File: src/include/dac_cfg_defs.svh
// Purpose: named offsets, field positions, reset values and counts
// Assumes: included by its bare name
// Notes: register indices are the printed control word indices
`ifndef DAC_CFG_DEFS_SVH
`define DAC_CFG_DEFS_SVH
`define IDX_MUTE_CTL    7'h08
`define IDX_FORMAT      7'h09
`define IDX_DEEMPH      7'h0A
`define IDX_READBACK    7'h0B
`define IDX_GPO         7'h0C
`define IDX_FIRST       7'h01
`define IDX_STEP        7'h01
`define RD_INDEX_RST    7'h01
`define BYTE_ZERO       8'h00
`define SILENCE_MUTE_ENABLE_BIT        6
`define FMT_MSB         2
`define DM_MSB          2
`define DMF_MSB         4
`define DMF_LSB         3
`define REV_BIT         5
`define DEEMPH_MSB      5
`define INC_BIT         7
`define RDIDX_MSB       6
`define OVER_BIT        7
`define GP_OUT_ENABLE_BIT        6
`define GPO_MSB         5
`define WORD_LAST_BIT   4'hF
`define SILENCE_CNT_W   11
`define SILENCE_PERIODS 11'h400
`define SILENCE_STEP    11'h001
`endif

File: src/include/dac_cfg_pkg.sv
// Purpose: shared types of the DAC control register block
// Assumes: nothing
// Notes: reserved codes are kept as written
package dac_cfg_pkg;
  typedef enum logic [2:0] {
    FMT_RJ24 = 3'h0, FMT_RJ20 = 3'h1, FMT_RJ18 = 3'h2, FMT_RJ16 = 3'h3,
    FMT_I2S  = 3'h4, FMT_LJ   = 3'h5, FMT_RSV6 = 3'h6, FMT_RSV7 = 3'h7
  } audio_format_type;
  typedef enum logic [1:0] {
    DEEMPH_44K1 = 2'h0, DEEMPH_48K = 2'h1, DEEMPH_32K = 2'h2, DEEMPH_RSV = 2'h3
  } deemph_rate_type;
  typedef struct packed {
    audio_format_type audio_format_sel;
    deemph_rate_type  deemph_rate_sel;
    logic             deemph_en_pair_c;
    logic             deemph_en_pair_b;
    logic             deemph_en_pair_a;
    logic             output_invert;
    logic             oversample_sel;
  } dac_cfg_type;
  typedef struct packed {
    logic       rw;
    logic [6:0] word_index_field;
    logic [7:0] data;
  } ctrl_word_type;
  typedef enum {RD_IDLE, RD_SEND} read_state_type;
endpackage

File: src/verilog/serial_word_port.sv
// Purpose: bit level side of the 4-wire control port
// Assumes: control clock high and low phases of at least 4 clk_sys_i cycles
// Notes: all pins pass two flip-flops before use
`timescale 1ns/1ps
`include "dac_cfg_defs.svh"
module serial_word_port
  import dac_cfg_pkg::*;
(
  input  wire logic    clk_sys_i,
  input  wire logic    rst_n_i,
  input  wire logic    ctrl_sel_b_i,
  input  wire logic    ctrl_clk_i,
  input  wire logic    ctrl_din_i,
  input  wire logic    load_i,
  input  ctrl_word_type load_word_i,
  output logic         word_tick_o,
  output ctrl_word_type word_o,
  output logic         frame_end_o,
  output logic         dout_o
);
  logic [2:0]  pin_meta;
  logic [2:0]  pin_sync;
  logic        clk_prev;
  logic        sel_prev;
  logic [3:0]  bit_cnt;
  logic [15:0] shift_in;
  logic [15:0] shift_out;
  logic        rise;

  always_ff @(posedge clk_sys_i or negedge rst_n_i) begin
    if (!rst_n_i) begin
      pin_meta <= 3'h7;
      pin_sync <= 3'h7;
      clk_prev <= 1'b0;
      sel_prev <= 1'b1;
    end else begin
      pin_meta <= {ctrl_sel_b_i, ctrl_clk_i, ctrl_din_i};
      pin_sync <= pin_meta;
      clk_prev <= pin_sync[1];
      sel_prev <= pin_sync[2];
    end
  end

  assign rise = pin_sync[1] & ~clk_prev & ~pin_sync[2];

  // words are taken most significant bit first, one per 16 rising edges
  always_ff @(posedge clk_sys_i or negedge rst_n_i) begin
    if (!rst_n_i) begin
      bit_cnt     <= 4'h0;
      shift_in    <= 16'h0000;
      word_tick_o <= 1'b0;
      word_o      <= '0;
      frame_end_o <= 1'b0;
    end else begin
      word_tick_o <= rise && (bit_cnt == `WORD_LAST_BIT);
      frame_end_o <= pin_sync[2] & ~sel_prev;
      if (pin_sync[2]) begin
        bit_cnt <= 4'h0;
      end else if (rise) begin
        bit_cnt  <= bit_cnt + 4'h1;
        shift_in <= {shift_in[14:0], pin_sync[0]};
        if (bit_cnt == `WORD_LAST_BIT) begin
          word_o <= {shift_in[14:0], pin_sync[0]};
        end
      end
    end
  end

  // read data moves on after the host has sampled it at a rising edge
  always_ff @(posedge clk_sys_i or negedge rst_n_i) begin
    if (!rst_n_i) begin
      shift_out <= 16'h0000;
    end else if (load_i) begin
      shift_out <= load_word_i;
    end else if (pin_sync[2]) begin
      shift_out <= 16'h0000;
    end else if (rise) begin
      shift_out <= {shift_out[14:0], 1'b0};
    end
  end

  assign dout_o = shift_out[15];
endmodule

File: src/verilog/silence_detect.sv
// Purpose: per channel run length of all-zero samples
// Assumes: strobe and zero flags come from logic on clk_sys_i
// Notes: one detector feeds both the flag pins and the mute
`timescale 1ns/1ps
`include "dac_cfg_defs.svh"
module silence_detect
  import dac_cfg_pkg::*;
(
  input  wire logic       clk_sys_i,
  input  wire logic       rst_n_i,
  input  wire logic       sample_strobe_i,
  input  wire logic [5:0] sample_zero_i,
  input  wire logic       disable_i,
  output logic      [5:0] chan_silence_flag_o
);
  genvar g;
  generate
    for (g = 0; g < 6; g = g + 1) begin : chan
      logic [`SILENCE_CNT_W-1:0] run;

      always_ff @(posedge clk_sys_i or negedge rst_n_i) begin
        if (!rst_n_i) begin
          run <= '0;
        end else if (disable_i) begin
          run <= '0;
        end else if (sample_strobe_i) begin
          if (!sample_zero_i[g]) begin
            run <= '0;
          end else if (run != `SILENCE_PERIODS) begin
            run <= run + `SILENCE_STEP;
          end
        end
      end

      assign chan_silence_flag_o[g] = (run == `SILENCE_PERIODS);

    end
  endgenerate
endmodule

File: src/verilog/dac_config_registers.sv
// Purpose: control registers of a six channel audio DAC
// Assumes: serial control port pins and a same-clock sample strobe
// Notes: indices 8 to 12 are held here, other indices read as zero
`timescale 1ns/1ps
`include "dac_cfg_defs.svh"
module dac_config_registers
  import dac_cfg_pkg::*;
(
  input  wire logic       clk_sys_i,
  input  wire logic       rst_b_i,
  input  wire logic       ctrl_sel_b_i,
  input  wire logic       ctrl_clk_i,
  input  wire logic       ctrl_din_i,
  input  wire logic       sample_strobe_i,
  input  wire logic [5:0] sample_zero_i,
  output logic            ctrl_dout_o,
  output dac_cfg_type     dac_cfg_o,
  output logic      [5:0] gp_pin_o,
  output logic            all_silence_flag_o,
  output logic      [5:0] mute_to_midscale_o
);
  logic           rst_meta;
  logic           rst_n;
  logic           word_tick;
  ctrl_word_type  word;
  logic           frame_end;
  logic           load;
  ctrl_word_type  load_word;
  read_state_type state;
  logic [6:0]     cur_idx;
  logic [6:0]     next_idx;
  logic           wr_en;
  logic           rd_start;
  logic           more;
  logic [5:0]     flags;

  // control registers
  logic           silence_mute_enable;
  logic [2:0]     reg_format;
  logic [5:0]     reg_deemph;
  logic [7:0]     reg_readback;
  logic [7:0]     reg_gpo;

  logic           auto_inc;
  logic [6:0]     rd_idx;
  logic           gp_out_enable;
  logic [5:0]     gp_out_bit;

  assign auto_inc      = reg_readback[`INC_BIT];
  assign rd_idx        = reg_readback[`RDIDX_MSB:0];
  assign gp_out_enable = reg_gpo[`GP_OUT_ENABLE_BIT];
  assign gp_out_bit    = reg_gpo[`GPO_MSB:0];

  // reset release is synchronised, assertion stays asynchronous
  always_ff @(posedge clk_sys_i or negedge rst_b_i) begin
    if (!rst_b_i) begin
      rst_meta <= 1'b0;
      rst_n    <= 1'b0;
    end else begin
      rst_meta <= 1'b1;
      rst_n    <= rst_meta;
    end
  end

  serial_word_port u_port (
    .clk_sys_i   (clk_sys_i),
    .rst_n_i     (rst_n),
    .ctrl_sel_b_i(ctrl_sel_b_i),
    .ctrl_clk_i  (ctrl_clk_i),
    .ctrl_din_i  (ctrl_din_i),
    .load_i      (load),
    .load_word_i (load_word),
    .word_tick_o (word_tick),
    .word_o      (word),
    .frame_end_o (frame_end),
    .dout_o      (ctrl_dout_o)
  );

  silence_detect u_silence (
    .clk_sys_i          (clk_sys_i),
    .rst_n_i            (rst_n),
    .sample_strobe_i    (sample_strobe_i),
    .sample_zero_i      (sample_zero_i),
    .disable_i          (reg_deemph[`REV_BIT]),
    .chan_silence_flag_o(flags)
  );

  function automatic logic [7:0] reg_read(input logic [6:0] idx);
    logic [7:0] value;
    value = `BYTE_ZERO;
    case (idx)
      `IDX_MUTE_CTL: value[`SILENCE_MUTE_ENABLE_BIT] = silence_mute_enable;
      `IDX_FORMAT:   value[`FMT_MSB:0] = reg_format;
      `IDX_DEEMPH:   value[`DEEMPH_MSB:0] = reg_deemph;
      `IDX_READBACK: value = reg_readback;
      `IDX_GPO:      value = reg_gpo;
      default:       value = `BYTE_ZERO;
    endcase
    return value;
  endfunction

  // a word is a write only when no read answer is in progress
  assign wr_en    = word_tick && (state == RD_IDLE) && !word.rw;
  assign rd_start = word_tick && (state == RD_IDLE) && word.rw;
  assign next_idx = cur_idx + `IDX_STEP;
  assign more     = auto_inc && (cur_idx < rd_idx);

  always_ff @(posedge clk_sys_i or negedge rst_n) begin
    if (!rst_n) begin
      silence_mute_enable <= 1'b0;
    end else if (wr_en && word.word_index_field == `IDX_MUTE_CTL) begin
      silence_mute_enable <= word.data[`SILENCE_MUTE_ENABLE_BIT];
    end
  end

  always_ff @(posedge clk_sys_i or negedge rst_n) begin
    if (!rst_n) begin
      reg_format <= FMT_RJ24;
    end else if (wr_en && word.word_index_field == `IDX_FORMAT) begin
      reg_format <= word.data[`FMT_MSB:0];
    end
  end

  always_ff @(posedge clk_sys_i or negedge rst_n) begin
    if (!rst_n) begin
      reg_deemph <= 6'h00;
    end else if (wr_en && word.word_index_field == `IDX_DEEMPH) begin
      reg_deemph <= word.data[`DEEMPH_MSB:0];
    end
  end

  always_ff @(posedge clk_sys_i or negedge rst_n) begin
    if (!rst_n) begin
      reg_readback <= {1'b0, `RD_INDEX_RST};
    end else if (wr_en && word.word_index_field == `IDX_READBACK) begin
      reg_readback <= word.data;
    end
  end

  always_ff @(posedge clk_sys_i or negedge rst_n) begin
    if (!rst_n) begin
      reg_gpo <= `BYTE_ZERO;
    end else if (wr_en && word.word_index_field == `IDX_GPO) begin
      reg_gpo <= word.data;
    end
  end

  assign dac_cfg_o.audio_format_sel = audio_format_type'(reg_format);
  assign dac_cfg_o.deemph_rate_sel  =
    deemph_rate_type'(reg_deemph[`DMF_MSB:`DMF_LSB]);
  assign dac_cfg_o.deemph_en_pair_c = reg_deemph[2];
  assign dac_cfg_o.deemph_en_pair_b = reg_deemph[1];
  assign dac_cfg_o.deemph_en_pair_a = reg_deemph[0];
  assign dac_cfg_o.output_invert    = reg_deemph[`REV_BIT];
  assign dac_cfg_o.oversample_sel   = reg_gpo[`OVER_BIT];

  // read answers go out as whole words in the same frame, from the word after the command
  always_ff @(posedge clk_sys_i or negedge rst_n) begin
    if (!rst_n) begin
      state     <= RD_IDLE;
      cur_idx   <= `IDX_FIRST;
      load      <= 1'b0;
      load_word <= '0;
    end else if (frame_end) begin
      state <= RD_IDLE;
      load  <= 1'b0;
    end else begin
      load <= 1'b0;
      case (state)
        RD_IDLE: begin
          if (rd_start) begin
            state <= RD_SEND;
            load  <= 1'b1;
            if (auto_inc) begin
              cur_idx   <= `IDX_FIRST;
              load_word <= {1'b1, `IDX_FIRST, reg_read(`IDX_FIRST)};
            end else begin
              cur_idx   <= rd_idx;
              load_word <= {1'b1, rd_idx, reg_read(rd_idx)};
            end
          end
        end
        RD_SEND: begin
          if (word_tick) begin
            if (more) begin
              cur_idx   <= next_idx;
              load_word <= {1'b1, next_idx, reg_read(next_idx)};
              load      <= 1'b1;
            end else begin
              state <= RD_IDLE;
            end
          end
        end
        default: begin
          state <= RD_IDLE;
        end
      endcase
    end
  end

  // one detector result drives pins, combined flag and mute alike
  always_ff @(posedge clk_sys_i or negedge rst_n) begin
    if (!rst_n) begin
      gp_pin_o           <= 6'h00;
      all_silence_flag_o <= 1'b0;
      mute_to_midscale_o <= 6'h00;
    end else begin
      gp_pin_o           <= gp_out_enable ? gp_out_bit : flags;
      all_silence_flag_o <= &flags;
      mute_to_midscale_o <= {6{silence_mute_enable}} & flags;
    end
  end
endmodule

File: config.mk
export PLATFORM = sky130hd
export DESIGN_NAME = dac_config_registers
export DESIGN_NICKNAME = d
export VERILOG_FILES = /design/src/include/dac_cfg_pkg.sv /design/src/verilog/serial_word_port.sv /design/src/verilog/silence_detect.sv /design/src/verilog/dac_config_registers.sv
export VERILOG_INCLUDE_DIRS = /design/src /design/src/include
export SDC_FILE = /design/constraint.sdc
export NUM_CORES = 1
export LEC_CHECK = 0
export BUFFER_PORTS_ARGS = -buffer_cell sky130_fd_sc_hd__buf_2
export CORE_UTILIZATION = 40
export DETAILED_ROUTE_END_ITERATION = 8
export GPL_TIMING_DRIVEN = 0
export PLACE_DENSITY = 0.67
export SLEW_MARGIN = 40
export SYNTH_ARGS = -nofsm -noshare
export SYNTH_HDL_FRONTEND = slang
export SYNTH_SLANG_ARGS = --single-unit
File: constraint.sdc
create_clock -name clk_sys_i -period 7.5 [get_ports clk_sys_i]
set_input_delay 1.5 -clock clk_sys_i [delete_from_list [all_inputs] [get_ports clk_sys_i]]
set_output_delay 1.5 -clock clk_sys_i [all_outputs]
set_load 0.05 [all_outputs]
* Word-level counts from Yosys, hierarchy flattened
Index checks and enable logic that the tools add are counted.
Operators by class: mux-type cells 58, reductions and logical operators 28, equality and inequality tests 41, magnitude comparators 1, bitwise operators 8, $add $sub $neg 8
Operator list (count):
- 11-bit 2-to-1 mux | 24
- 32-bit 2-to-1 mux | 4
- 7-bit by 4-bit equality test with 1-bit output, second input constant | 15
- 16-bit 2-to-1 mux | 6
- 11-bit by 1-bit adder with 11-bit output, second input constant | 6
- 11-bit equality test, second input constant | 6
- 11-bit inequality test, second input constant | 6
- 32-bit zero test | 2
- 32-bit case mux with 2 select lines | 1
- 32-bit by 1-bit equality test with 1-bit output, second input constant | 1
- 16-bit case mux with 2 select lines | 1
- 7-bit 2-to-1 mux | 4
- 3-bit case mux with 4 select lines | 2
- 3-bit by 1-bit inequality test with 1-bit output, second input constant | 7
- 3-bit case mux with 3 select lines | 2
- 15-bit 2-to-1 mux | 1
- 7-bit case mux with 2 select lines | 1
- 2-bit AND reduction | 7
- 1-bit logical AND | 10
- 4-bit 2-to-1 mux | 2
- 7-bit by 1-bit adder with 7-bit output, second input constant | 1
- 7-bit less-than comparator | 1
- 6-bit bitwise AND | 1
- 6-bit 2-to-1 mux | 1
- other kinds (16) | 32
Word-level totals: flip-flop bits (word level) 224, logic and storage cells 178, output and inout port bits 24

* Longest topological paths before layout
Gate-level depths: netlist of the first run.
depth in word-level cells 6, depth in mapped cells 9, mapped depth without buffers 8

* Hierarchy
From an unflattened synthesis of the first run, not the netlist that was laid out.
Unflattened totals: cells, all modules 897, area, all modules 9426.5 µm²
By module, submodules not included:
- silence_detect | area an instance 3738.6 µm², cells an instance 406, instances 1
- dac_config_registers | area an instance 3324.4 µm², cells an instance 325, instances 1
- serial_word_port | area an instance 2363.5 µm², cells an instance 166, instances 1

* Worst setup path after synthesis of the first run
Ideal clock, no wire load.
path kind input-to-reg, start input sample_strobe_i, end register u_silence.chan[5].run[7], path buffers 2, path slack 4.780 ns, data arrival time 2.580 ns, stages 7, setup time 0.140 ns, cell sequence buf_2 -> nor2_1 -> a41o_1 -> buf_2 -> nor4_1 -> xnor2_1 -> nor2_1
Between the ends: word-level cells in the longest chain between the ends 2
RTL lines:
- start, declared | RTL line dac_config_registers.sv:14 | input wire logic sample_strobe_i,
- 2-bit nonzero test (no source line)
- 2-bit AND reduction (no source line)
- end signal, assigned | RTL line silence_detect.sv:30 | run <= run + `SILENCE_STEP;
- end, declared | RTL line silence_detect.sv:19 | logic [`SILENCE_CNT_W-1:0] run;
Every way passes these cells. A chain may end at the register's enable or synchronous reset.

* Final worst setup path of the first run
start register reg_deemph[5], end output dac_cfg_o[1] (netlist bit)
RTL lines:
- start, declared | RTL line dac_config_registers.sv:40 | logic [5:0] reg_deemph;
- start signal, assigned | RTL line dac_config_registers.sv:128 | reg_deemph <= word.data[`DEEMPH_MSB:0];
- end, declared | RTL line dac_config_registers.sv:17 | output dac_cfg_type dac_cfg_o,
No word-level cell between the ends.

==> results of run 1 <==
==> where the power goes <==
| part | leakage, nW | internal (mW) | switching, mW | total, mW |
|---|---|---|---|---|
| logic | 1.89 | 0.0518 | 0.0643 | 0.116 |
| registers | 2.55 | 1.05 | 0.0418 | 1.09 |
| clock network | 0.302 | 0.513 | 0.434 | 0.948 |
| total | 4.74 | 1.61 | 0.540 | 2.15 |
==> layout make-up <==
class	count	area, um^2	share of cell area, %
Buffer	32	193	1.85
Clock buffer	18	429	4.12
Clock inverter	14	198	1.90
Inverter	40	153	1.47
Multi-Input combinational cell	592	4130	39.7
Sequential cell	187	4690	45.1
Tap cell	285	357	3.43
Timing Repair Buffer	38	250	2.40
==> state kept, by name, indices dropped and copies added (netlist names), 8 cells and up <==
| signal | flops |
|---|---|
| load_word | 16 |
| reg_readback | 8 |
| u_port.shift_out | 16 |
| u_port.shift_in | 15 |
| u_silence.chan.run | 66 |
| u_port.word_o | 16 |
| reg_gpo | 8 |
==> final timing paths <==
check,end
worst min-delay path,u_port.shift_in[7]
worst max register to register,cur_idx[0]
max in group asynchronous,u_silence.chan[1].run[2]
worst min register to register,u_port.shift_in[7]
min in group clk_sys_i,u_port.pin_sync[2]
worst max-delay path,dac_cfg_o[1]
==> metal layers <==
metal / vias up / GRT usage [%] / wire, um
met5: - / 0 / 0
met4: 0 / 7.81 / 536
met3: 32 / 2.95 / 776
met2: 140 / 27.4 / 9240
met1: 3235 / 24.7 / 9330
li1: 3136 / - / -
==> placed cells by master (no fill, tap or decap), drive strengths merged, types with 9 or more instances in the layout <==
cell,count
xnor2,16
and3,13
dfstp,9
nand4,20
buf,58
xor2,32
nor3,10
a22oi,13
nor2b,9
nand2,72
ha,24
a21oi,25
mux2,65
o21ai,45
clkbuf,30
nor4,13
inv,45
nand3,29
dfrtp,178
nor2,81
mux2i,19
and2,11
==> worst reg2reg max path, cell delays in order (launching register included) <==
cell and delay (ns):
dfrtp_1 0.40, clkbuf_1 0.41, inv_1 0.09, ha_1 0.29, o21ai_1 0.23, o211a_4 0.27, o21ai_4 0.10, inv_4 0.15
buf_8 0.15, mux2_4 0.31
==> kinds of logic after synthesis <==
family | Yosys count | share of synthesized area [%]
AND/OR/NAND/NOR | 295 | 16.4
flip-flops | 187 | 51.2
AO/OA/AOI/OAI | 140 | 10.7
multiplexers | 84 | 10.1
buffers and inverters | 72 | 3.77
XOR/XNOR | 48 | 4.58
adder cells (fa/ha/maj) | 24 | 3.27
other | 1 | 0.0409
==> through the flow <==
step	cell area (um^2)	hold slack [ns]	total power, mW	cells
final	10400	0.312	2.15	1206
after detailed placement	9780	0.319	1.23	1174
after CTS	10400	0.324	2.18	1206
after floorplan	9170	0.331	1.18	851
after global placement	9700	0.341	1.22	1170
after global routing	10400	0.361	2.25	1206
==> metrics.yaml, run 1 <==
antenna_cells: 0
r2r_slack_ns: 5.04
syn_inst: 851
ys_seq_area_share_pct: 51.2
drtIter0Drc: 425
worstSkewPairLatency_ns: 0.44
cts.sinks: 187
worstSetupStartpoint: "reg_deemph[5]"
rows: 55
cp.depth: 2
antenna_found_initial: 0
layout.nets: 944
grt_pass1_vias: 6382
grt_max_degree: 44
synthDistinctLibCells: 79
cts_buffers: 17
layout_setup_ws_ns: 4.68
end_kind: "output port"
yosys.area.top_type_share_pct: 48.6
leakagePower_nw: 4.74
fin_crit_sh_pct: 37.6
fin_skew_ns: 0.0149
viasPerCell: 5.43
cts_tree: "built"
hp-class: "reg -> async"
post_cts_resized: 0
grt_first_pass_wirelength_um: 33000
worst_slew_pin_slew_ns: 0.748
grt_use_total_pct: 17.8
ys_warn_count: 0
path_max_fanout: 7
min_period_ns: 2.82
routed_wl_um: 19900
r2r_start: "reg_readback[2]"
rsz0062_at_grt: "no"
vias: 6543
place_ws_ns: 4.39
syn-mean-instance-area_um2: 10.8
synth_largest_area_cell: "dfrtp_1"
synth_seq_cells: 187
h-tree-depth: 4
core_mm2: 0.0226
areaGrowthSynthToFinish_pct: 13.5
max_slew_margin_pct: 50.0
synth_nets: 887
gp_congestion: 0.901
synth_top_flop_cell: "dfrtp_1"
drt_pass1_iterations: 7
crit_path_start_kind: "register"
postCtsHoldBufs: 0
die_h_um: 153
synth_edf_count: 0
die_area_mm2: 0.0235
synth_common_cells: "dfrtp_1, nor2_1, nand2_1, mux2_2, o21ai_0"
io_pins: 36
final_layout_size_suffix_gt1_share_pct: 19.3
ys_async_sr_fraction_pct: 100
critPathSlowestCell: "dfrtp_1"
post_cts_buffers: 0
cts_buffer_depth: 2
postRouteAntennaNets: 0
crit_chain: "buf_4, buf_2"
p_per_area_mw_per_mm2: 207
tns_ns: 0
fin_util_pct: 46.1
fp.dieW_um: 153
slowest_delay_ns: 0.49
fmax_mhz: 355
nFillCells: 2117
worstSetupPathType: "reg -> out"
peakVddDrop_v: 0.000147
maxCapViolCount: 0
worstPathRequired_ns: 6.00
wl_per_cell_um: 16.5
hpwl_um: 14200
crit_family: "flip-flops"
synth.top_cells.by_area: "dfrtp_1, mux2_2, ha_1, nor2_1, xor2_1"
clkSlewWorstSetupHoldPaths_ns: 0.08
syn_area_mm2: 0.00917
arrival_ns: 1.32
synth_most_common_cell: "dfrtp_1"
reg2reg_depth: 9
finalMaxSlewViolations: 0
finalSetupViolations: 0
status: "finished clean"
drc: 0
cp_num_buf_inv: 2
grt.overflow.total: 0
root_buffer: "clkbuf_16"
finalHoldViolCount: 0
io_buffers: 34
start_util_pct: 40.6
Note: power is estimated with default switching activity, not from simulation.
==> inputs of run 2 (changes only) <==
- clock period: 7.5 -> 2.91 ns (I/O delays scaled with it)
==> run 2 against run 1 <==
- die area unchanged
- via count increased by 0.37%
- final area decreased by 0.34%
- largest cell class unchanged
==> metrics.yaml, run 2 (synthesis gave the netlist of run 1 again) <==
die_area_mm2: 0.0235  # unchanged
io_pins: 36  # unchanged
worstPathRequired_ns: 3.27  # -2.73 ns
clkSlewWorstSetupHoldPaths_ns: 0.07  # about the same
end_kind: "register"
final_cell_mix: "dfrtp_1, nor2_1, nand2_1"
grt_use_total_pct: 18.2  # +0.43 points
cts_buffers: 17  # unchanged
routed_wl_um: 20000  # +0.53%
path_max_fanout: 10  # +3
arrival_ns: 2.81  # +1.49 ns
io_buffers: 34  # unchanged
worstSetupPathType: "reg -> reg"
drt_pass1_iterations: 5  # -2
gp_congestion: 0.922  # +2.4%
core_mm2: 0.0226  # unchanged
hpwl_um: 14400  # +1.4%
hp-start: "ctrl_sel_b_i"
areaGrowthSynthToFinish_pct: 13.1
antenna_found_initial: 0  # unchanged
postRouteAntennaNets: 0  # unchanged
grt_first_pass_wirelength_um: 33900  # +2.8%
start_util_pct: 40.6  # unchanged
h-tree-depth: 4  # unchanged
timing.rr.end: "cur_idx[0]"
worst_slew_pin_slew_ns: 0.760  # +0.0123 ns
cts_buffer_depth: 2  # unchanged
rsz0062_at_grt: "no"
cts_tree: "built"
p_per_area_mw_per_mm2: 520  # +150%
post_cts_buffers: 0  # unchanged
grt_pass1_vias: 6624  # +3.8%
layout_commonest_cell: "dfrtp_1"
fmax_mhz: 408
min_period_ns: 2.45
fin_skew_ns: 0.0115  # -0.00343 ns
final_layout_size_suffix_gt1_share_pct: 19.4  # +0.087 points
fin_crit_sh_pct: 84.2
hp-class: "in -> reg"
fin_total_pwr_mw: 5.39  # +150%
rows: 55  # unchanged
fp.dieW_um: 153  # unchanged
antenna_cells: 0  # unchanged
holdPathStages: 1
crit_path_start_kind: "register"
tns_ns: 0  # unchanged
max_slew_margin_pct: 49.1  # -0.90 points
worstSkewPairLatency_ns: 0.44  # about the same
regMostFlops: "u_silence.chan.run"
largest_reg_flops: 66  # unchanged
leakagePower_nw: 4.72  # -0.40%
finalHoldViolCount: 0  # unchanged
vias: 6567  # +0.37%
r2r_slack_ns: 0.46  # -4.58 ns
die_h_um: 153  # unchanged
finalSetupViolations: 0  # unchanged
maxCapViolCount: 0  # unchanged
finalMaxSlewViolations: 0  # unchanged
r2r_start: "reg_readback[2]"
peakVddDrop_v: 0.000357  # +140%
grt_max_degree: 43  # -2.3%
reg2reg_depth: 9  # unchanged
root_buffer: "clkbuf_16"
viasPerCell: 5.44  # +0.28%
drtIter0Drc: 490  # +15%
grt.overflow.total: 0  # unchanged
cts.sinks: 187  # unchanged
status: "finished clean"
drc: 0  # unchanged
wl_per_cell_um: 16.6  # +0.44%
layout.nets: 945  # +0.11%
whs_endpoint: "u_port.pin_meta[2]"
run 2: critical path: stages, from the launching register on:
cell and delay (ns):
dfrtp_1 0.40, clkbuf_1 0.42, inv_1 0.09, ha_1 0.29, o21ai_1 0.22, o211a_4 0.26, o21ai_4 0.09, inv_4 0.14
buf_8 0.15, mux2_4 0.30
run 2: how the worst max path moves through the flow:
stage               startpoint                        end  slack [ns]  cells after the start
6_report       reg_readback[2]                 cur_idx[0]        0.46                      9
5_1_grt           load_word[9]               load_word[1]        0.35                      6
4_1_cts        reg_readback[2]                 cur_idx[0]        0.48                      9
3_5_place_dp   reg_readback[2]                 cur_idx[0]        0.51                      9
3_3_place_gp             rst_n  u_silence.chan[1].run[10]        0.32                      0
2_1_floorplan  reg_readback[2]                 cur_idx[0]        0.83                      9
run 2: per-stage QoR:
step                hold WS [ns]  util, %  setup slack [ns]  cells  area [um^2]
floorplan                  0.286        -             0.830    851         9170
global placement           0.339     43.0             0.318   1170         9700
detailed placement         0.319     43.3             0.512   1174         9780
CTS                        0.224     46.0             0.478   1207        10400
global route               0.222     46.0             0.353   1207        10400
finish                     0.241     46.0             0.459   1207        10400
run 2: power by group:
| group | total (mW) | internal (mW) | switching (mW) | leakage [nW] |
|---|---|---|---|---|
| Combinational | 0.299 | 0.133 | 0.166 | 1.90 |
| Sequential | 2.81 | 2.70 | 0.104 | 2.55 |
| Clock | 2.28 | 1.21 | 1.07 | 0.279 |
run 2: layout make-up:
cell class,instances,area (um^2)
buffer,32,193
clock buffer,21,480
clock inverter,11,101
fill,2063,12200
inverter,40,153
multi-input combinational,592,4130
sequential,187,4690
tap,285,357
timing repair buffer,39,260
run 2: layer usage:
metal	track usage [%]	vias to the layer above	wire, um
li1	-	3132	-
met1	24.6	3246	9230
met2	28.7	151	9410
met3	3.06	38	780
met4	8.33	0	562
met5	0	-	0
run 2: timing repair:
action,CTS,global route
endpoints found under the hold margin,2,0
gates resized for setup,0,0
hold buffers,1,0
==> inputs of run 3 (changes only) <==
- PLACE_DENSITY: 0.67 -> 0.69
- clock period: 2.91 -> 2.2 ns (I/O delays scaled with it)
==> run 3 against run 2 <==
- combinational power is 34% higher
- non-clock buffer count is 13 higher
- critical path depth is 1 lower
- utilization up 1.1 points
- clock skew is 0.0010 ns lower
- worst hold slack got worse by 0.15 ns
- largest power group unchanged
==> metrics.yaml, run 3 (synthesis gave the netlist of run 1 again) <==
hp-class: "in -> reg"
finalMaxSlewViolations: 0  # unchanged
antenna_cells: 0  # unchanged
fp.dieW_um: 153  # unchanged
cts_buffers: 17  # unchanged
holdPathStages: 1  # unchanged
cts_tree: "built"
grt_use_total_pct: 18.0  # -0.17 points
p_per_area_mw_per_mm2: 672  # +29%
drtIter0Drc: 290  # -41%
cts_buffer_depth: 2  # unchanged
place_ws_ns: -0.195  # -0.707 ns
antenna_found_initial: 0  # unchanged
core_mm2: 0.0226  # unchanged
grt_first_pass_wirelength_um: 33600  # -1.1%
fmax_mhz: 455  # +11%
max_slew_margin_pct: 49.1  # about the same
largest_reg_flops: 66  # unchanged
status: "finished clean"
clkSlewWorstSetupHoldPaths_ns: 0.07  # about the same
final_cell_mix: "dfrtp_1, nor2_1, nand2_1"
placed_cells_incl_taps: 1174  # unchanged
fin_cells: 1220  # +1.1%
fin_skew_ns: 0.0104  # -0.00102 ns
io_pins: 36  # unchanged
fin_crit_sh_pct: 99.9  # +16 points
worstSetupPathType: "reg -> reg"
multi_input_area_mm2: 0.00424  # +2.6%
finalSetupViolations: 0  # unchanged
grt.overflow.total: 0  # unchanged
timing.hold.ws_ns: 0.0962  # -0.145 ns
routed_wl_um: 20500  # +2.6%
root_buffer: "clkbuf_16"
fin_total_pwr_mw: 7.14  # +33%
regMostFlops: "u_silence.chan.run"
worstPathRequired_ns: 2.52  # -0.75 ns
seq_area_mm2: 0.00471  # +0.24%
wl_per_cell_um: 16.8  # +1.5%
io_buffers: 34  # unchanged
drt_pass1_iterations: 4  # -1
areaGrowthSynthToFinish_pct: 15.8
worst_slew_pin_slew_ns: 0.762  # +0.00147 ns
layout_setup_ws_ns: 0.00132  # -0.458 ns
reg2reg_depth: 8  # -1
start_util_pct: 40.6  # unchanged
die_area_mm2: 0.0235  # unchanged
nFillCells: 2062  # -0.048%
vias: 6635  # +1.0%
drc: 0  # unchanged
postRouteAntennaNets: 0  # unchanged
peakVddDrop_v: 0.000570  # +59%
grt_pass1_vias: 6398  # -3.4%
crit_path_start_kind: "register"
gp_congestion: 0.879  # -4.7%
worstSkewPairLatency_ns: 0.43  # about the same
rows: 55  # unchanged
tns_ns: 0  # unchanged
viasPerCell: 5.44  # about the same
hpwl_um: 14500  # +0.80%
leakagePower_nw: 4.80  # +1.7%
rsz0062_at_grt: "yes"
cts.sinks: 187  # unchanged
maxCapViolCount: 0  # unchanged
layout_commonest_cell: "dfrtp_1"
final_layout_size_suffix_gt1_share_pct: 22.9  # +3.5 points
arrival_ns: 2.52  # -0.29 ns
grt_max_degree: 42  # -2.3%
h-tree-depth: 4  # unchanged
finalHoldViolCount: 0  # unchanged
path_max_fanout: 8  # -2
min_period_ns: 2.20  # -0.252 ns
layout.nets: 958  # +1.4%
end_kind: "register"
die_h_um: 153  # unchanged
-- run 3: cell count changes in the layout (fill, tap and decap cells not counted), sizes merged --
cell	delta
clkbuf	-5
clkinvlp	+1
buf	+14
clkinv	+2
inv	+1
-- run 3: path summary, 6_finish.rpt --
| check | start | slack (ns) | end |
|---|---|---|---|
| max | cur_idx[0] | 0.001 | load_word[5] |
| max in group asynchronous | rst_n | 1.04 | u_silence.chan[1].run[8] |
| min in group asynchronous | rst_b_i | 0.31 | rst_n |
| max reg2reg | cur_idx[0] | 0.001 | load_word[5] |
| min reg2reg | rst_n | 0.33 | u_port.word_o[12] |
| min | ctrl_din_i | 0.1 | u_port.pin_meta[0] |
-- run 3: stage by stage --
| step | util (%) | area, um^2 |
|---|---|---|
| 2_1_floorplan | - | 9170 |
| 3_3_place_gp | 43.0 | 9700 |
| 3_5_place_dp | 43.3 | 9780 |
| 4_1_cts | 46.3 | 10500 |
| 5_1_grt | 47.1 | 10600 |
| 6_report | 47.1 | 10600 |
-- run 3: timing repair --
item                       4_1_cts  5_1_grt
pin swaps                        2       11
setup buffers                    5        9
hold endpoints to repair         2        0
resized for setup               13       18
setup endpoints to repair       15       22
gates cloned                     0        1
hold buffers                     1        0
-- run 3: metal layers --
layer  up-vias  global-route usage (%)  part of all wire (%)
li1       3172                       -                     -
met1      3273                    25.1                    47
met2       166                    28.5                    47
met3        24                    3.03                   4.2
met4         0                    6.05                   1.8
met5         -                       0                     0
-- run 3: cell type report --
class,instances,share of cell area [%]
buffer,30,1.81
clock buffer,17,4.00
clock inverter,15,1.46
inverter,40,1.46
multi-input combinational,592,39.9
sequential,187,44.3
tap,285,3.36
timing repair buffer,54,3.67
-- run 3: worst max-delay path, stage by stage (launching register included) --
cell and delay (ns):
dfstp_2 0.57, ha_4 0.14, buf_8 0.13, or4b_4 0.13, o41ai_2 0.07, or2_1 0.24
buf_6 0.14, a221o_1 0.39, mux2_4 0.27
-- run 3: where the power goes --
group / total (mW) / leakage, nW / switching (mW) / internal [mW]
clock network: 3.02 / 0.272 / 1.51 / 1.51
logic: 0.400 / 2.00 / 0.222 / 0.178
registers: 3.72 / 2.53 / 0.144 / 3.57
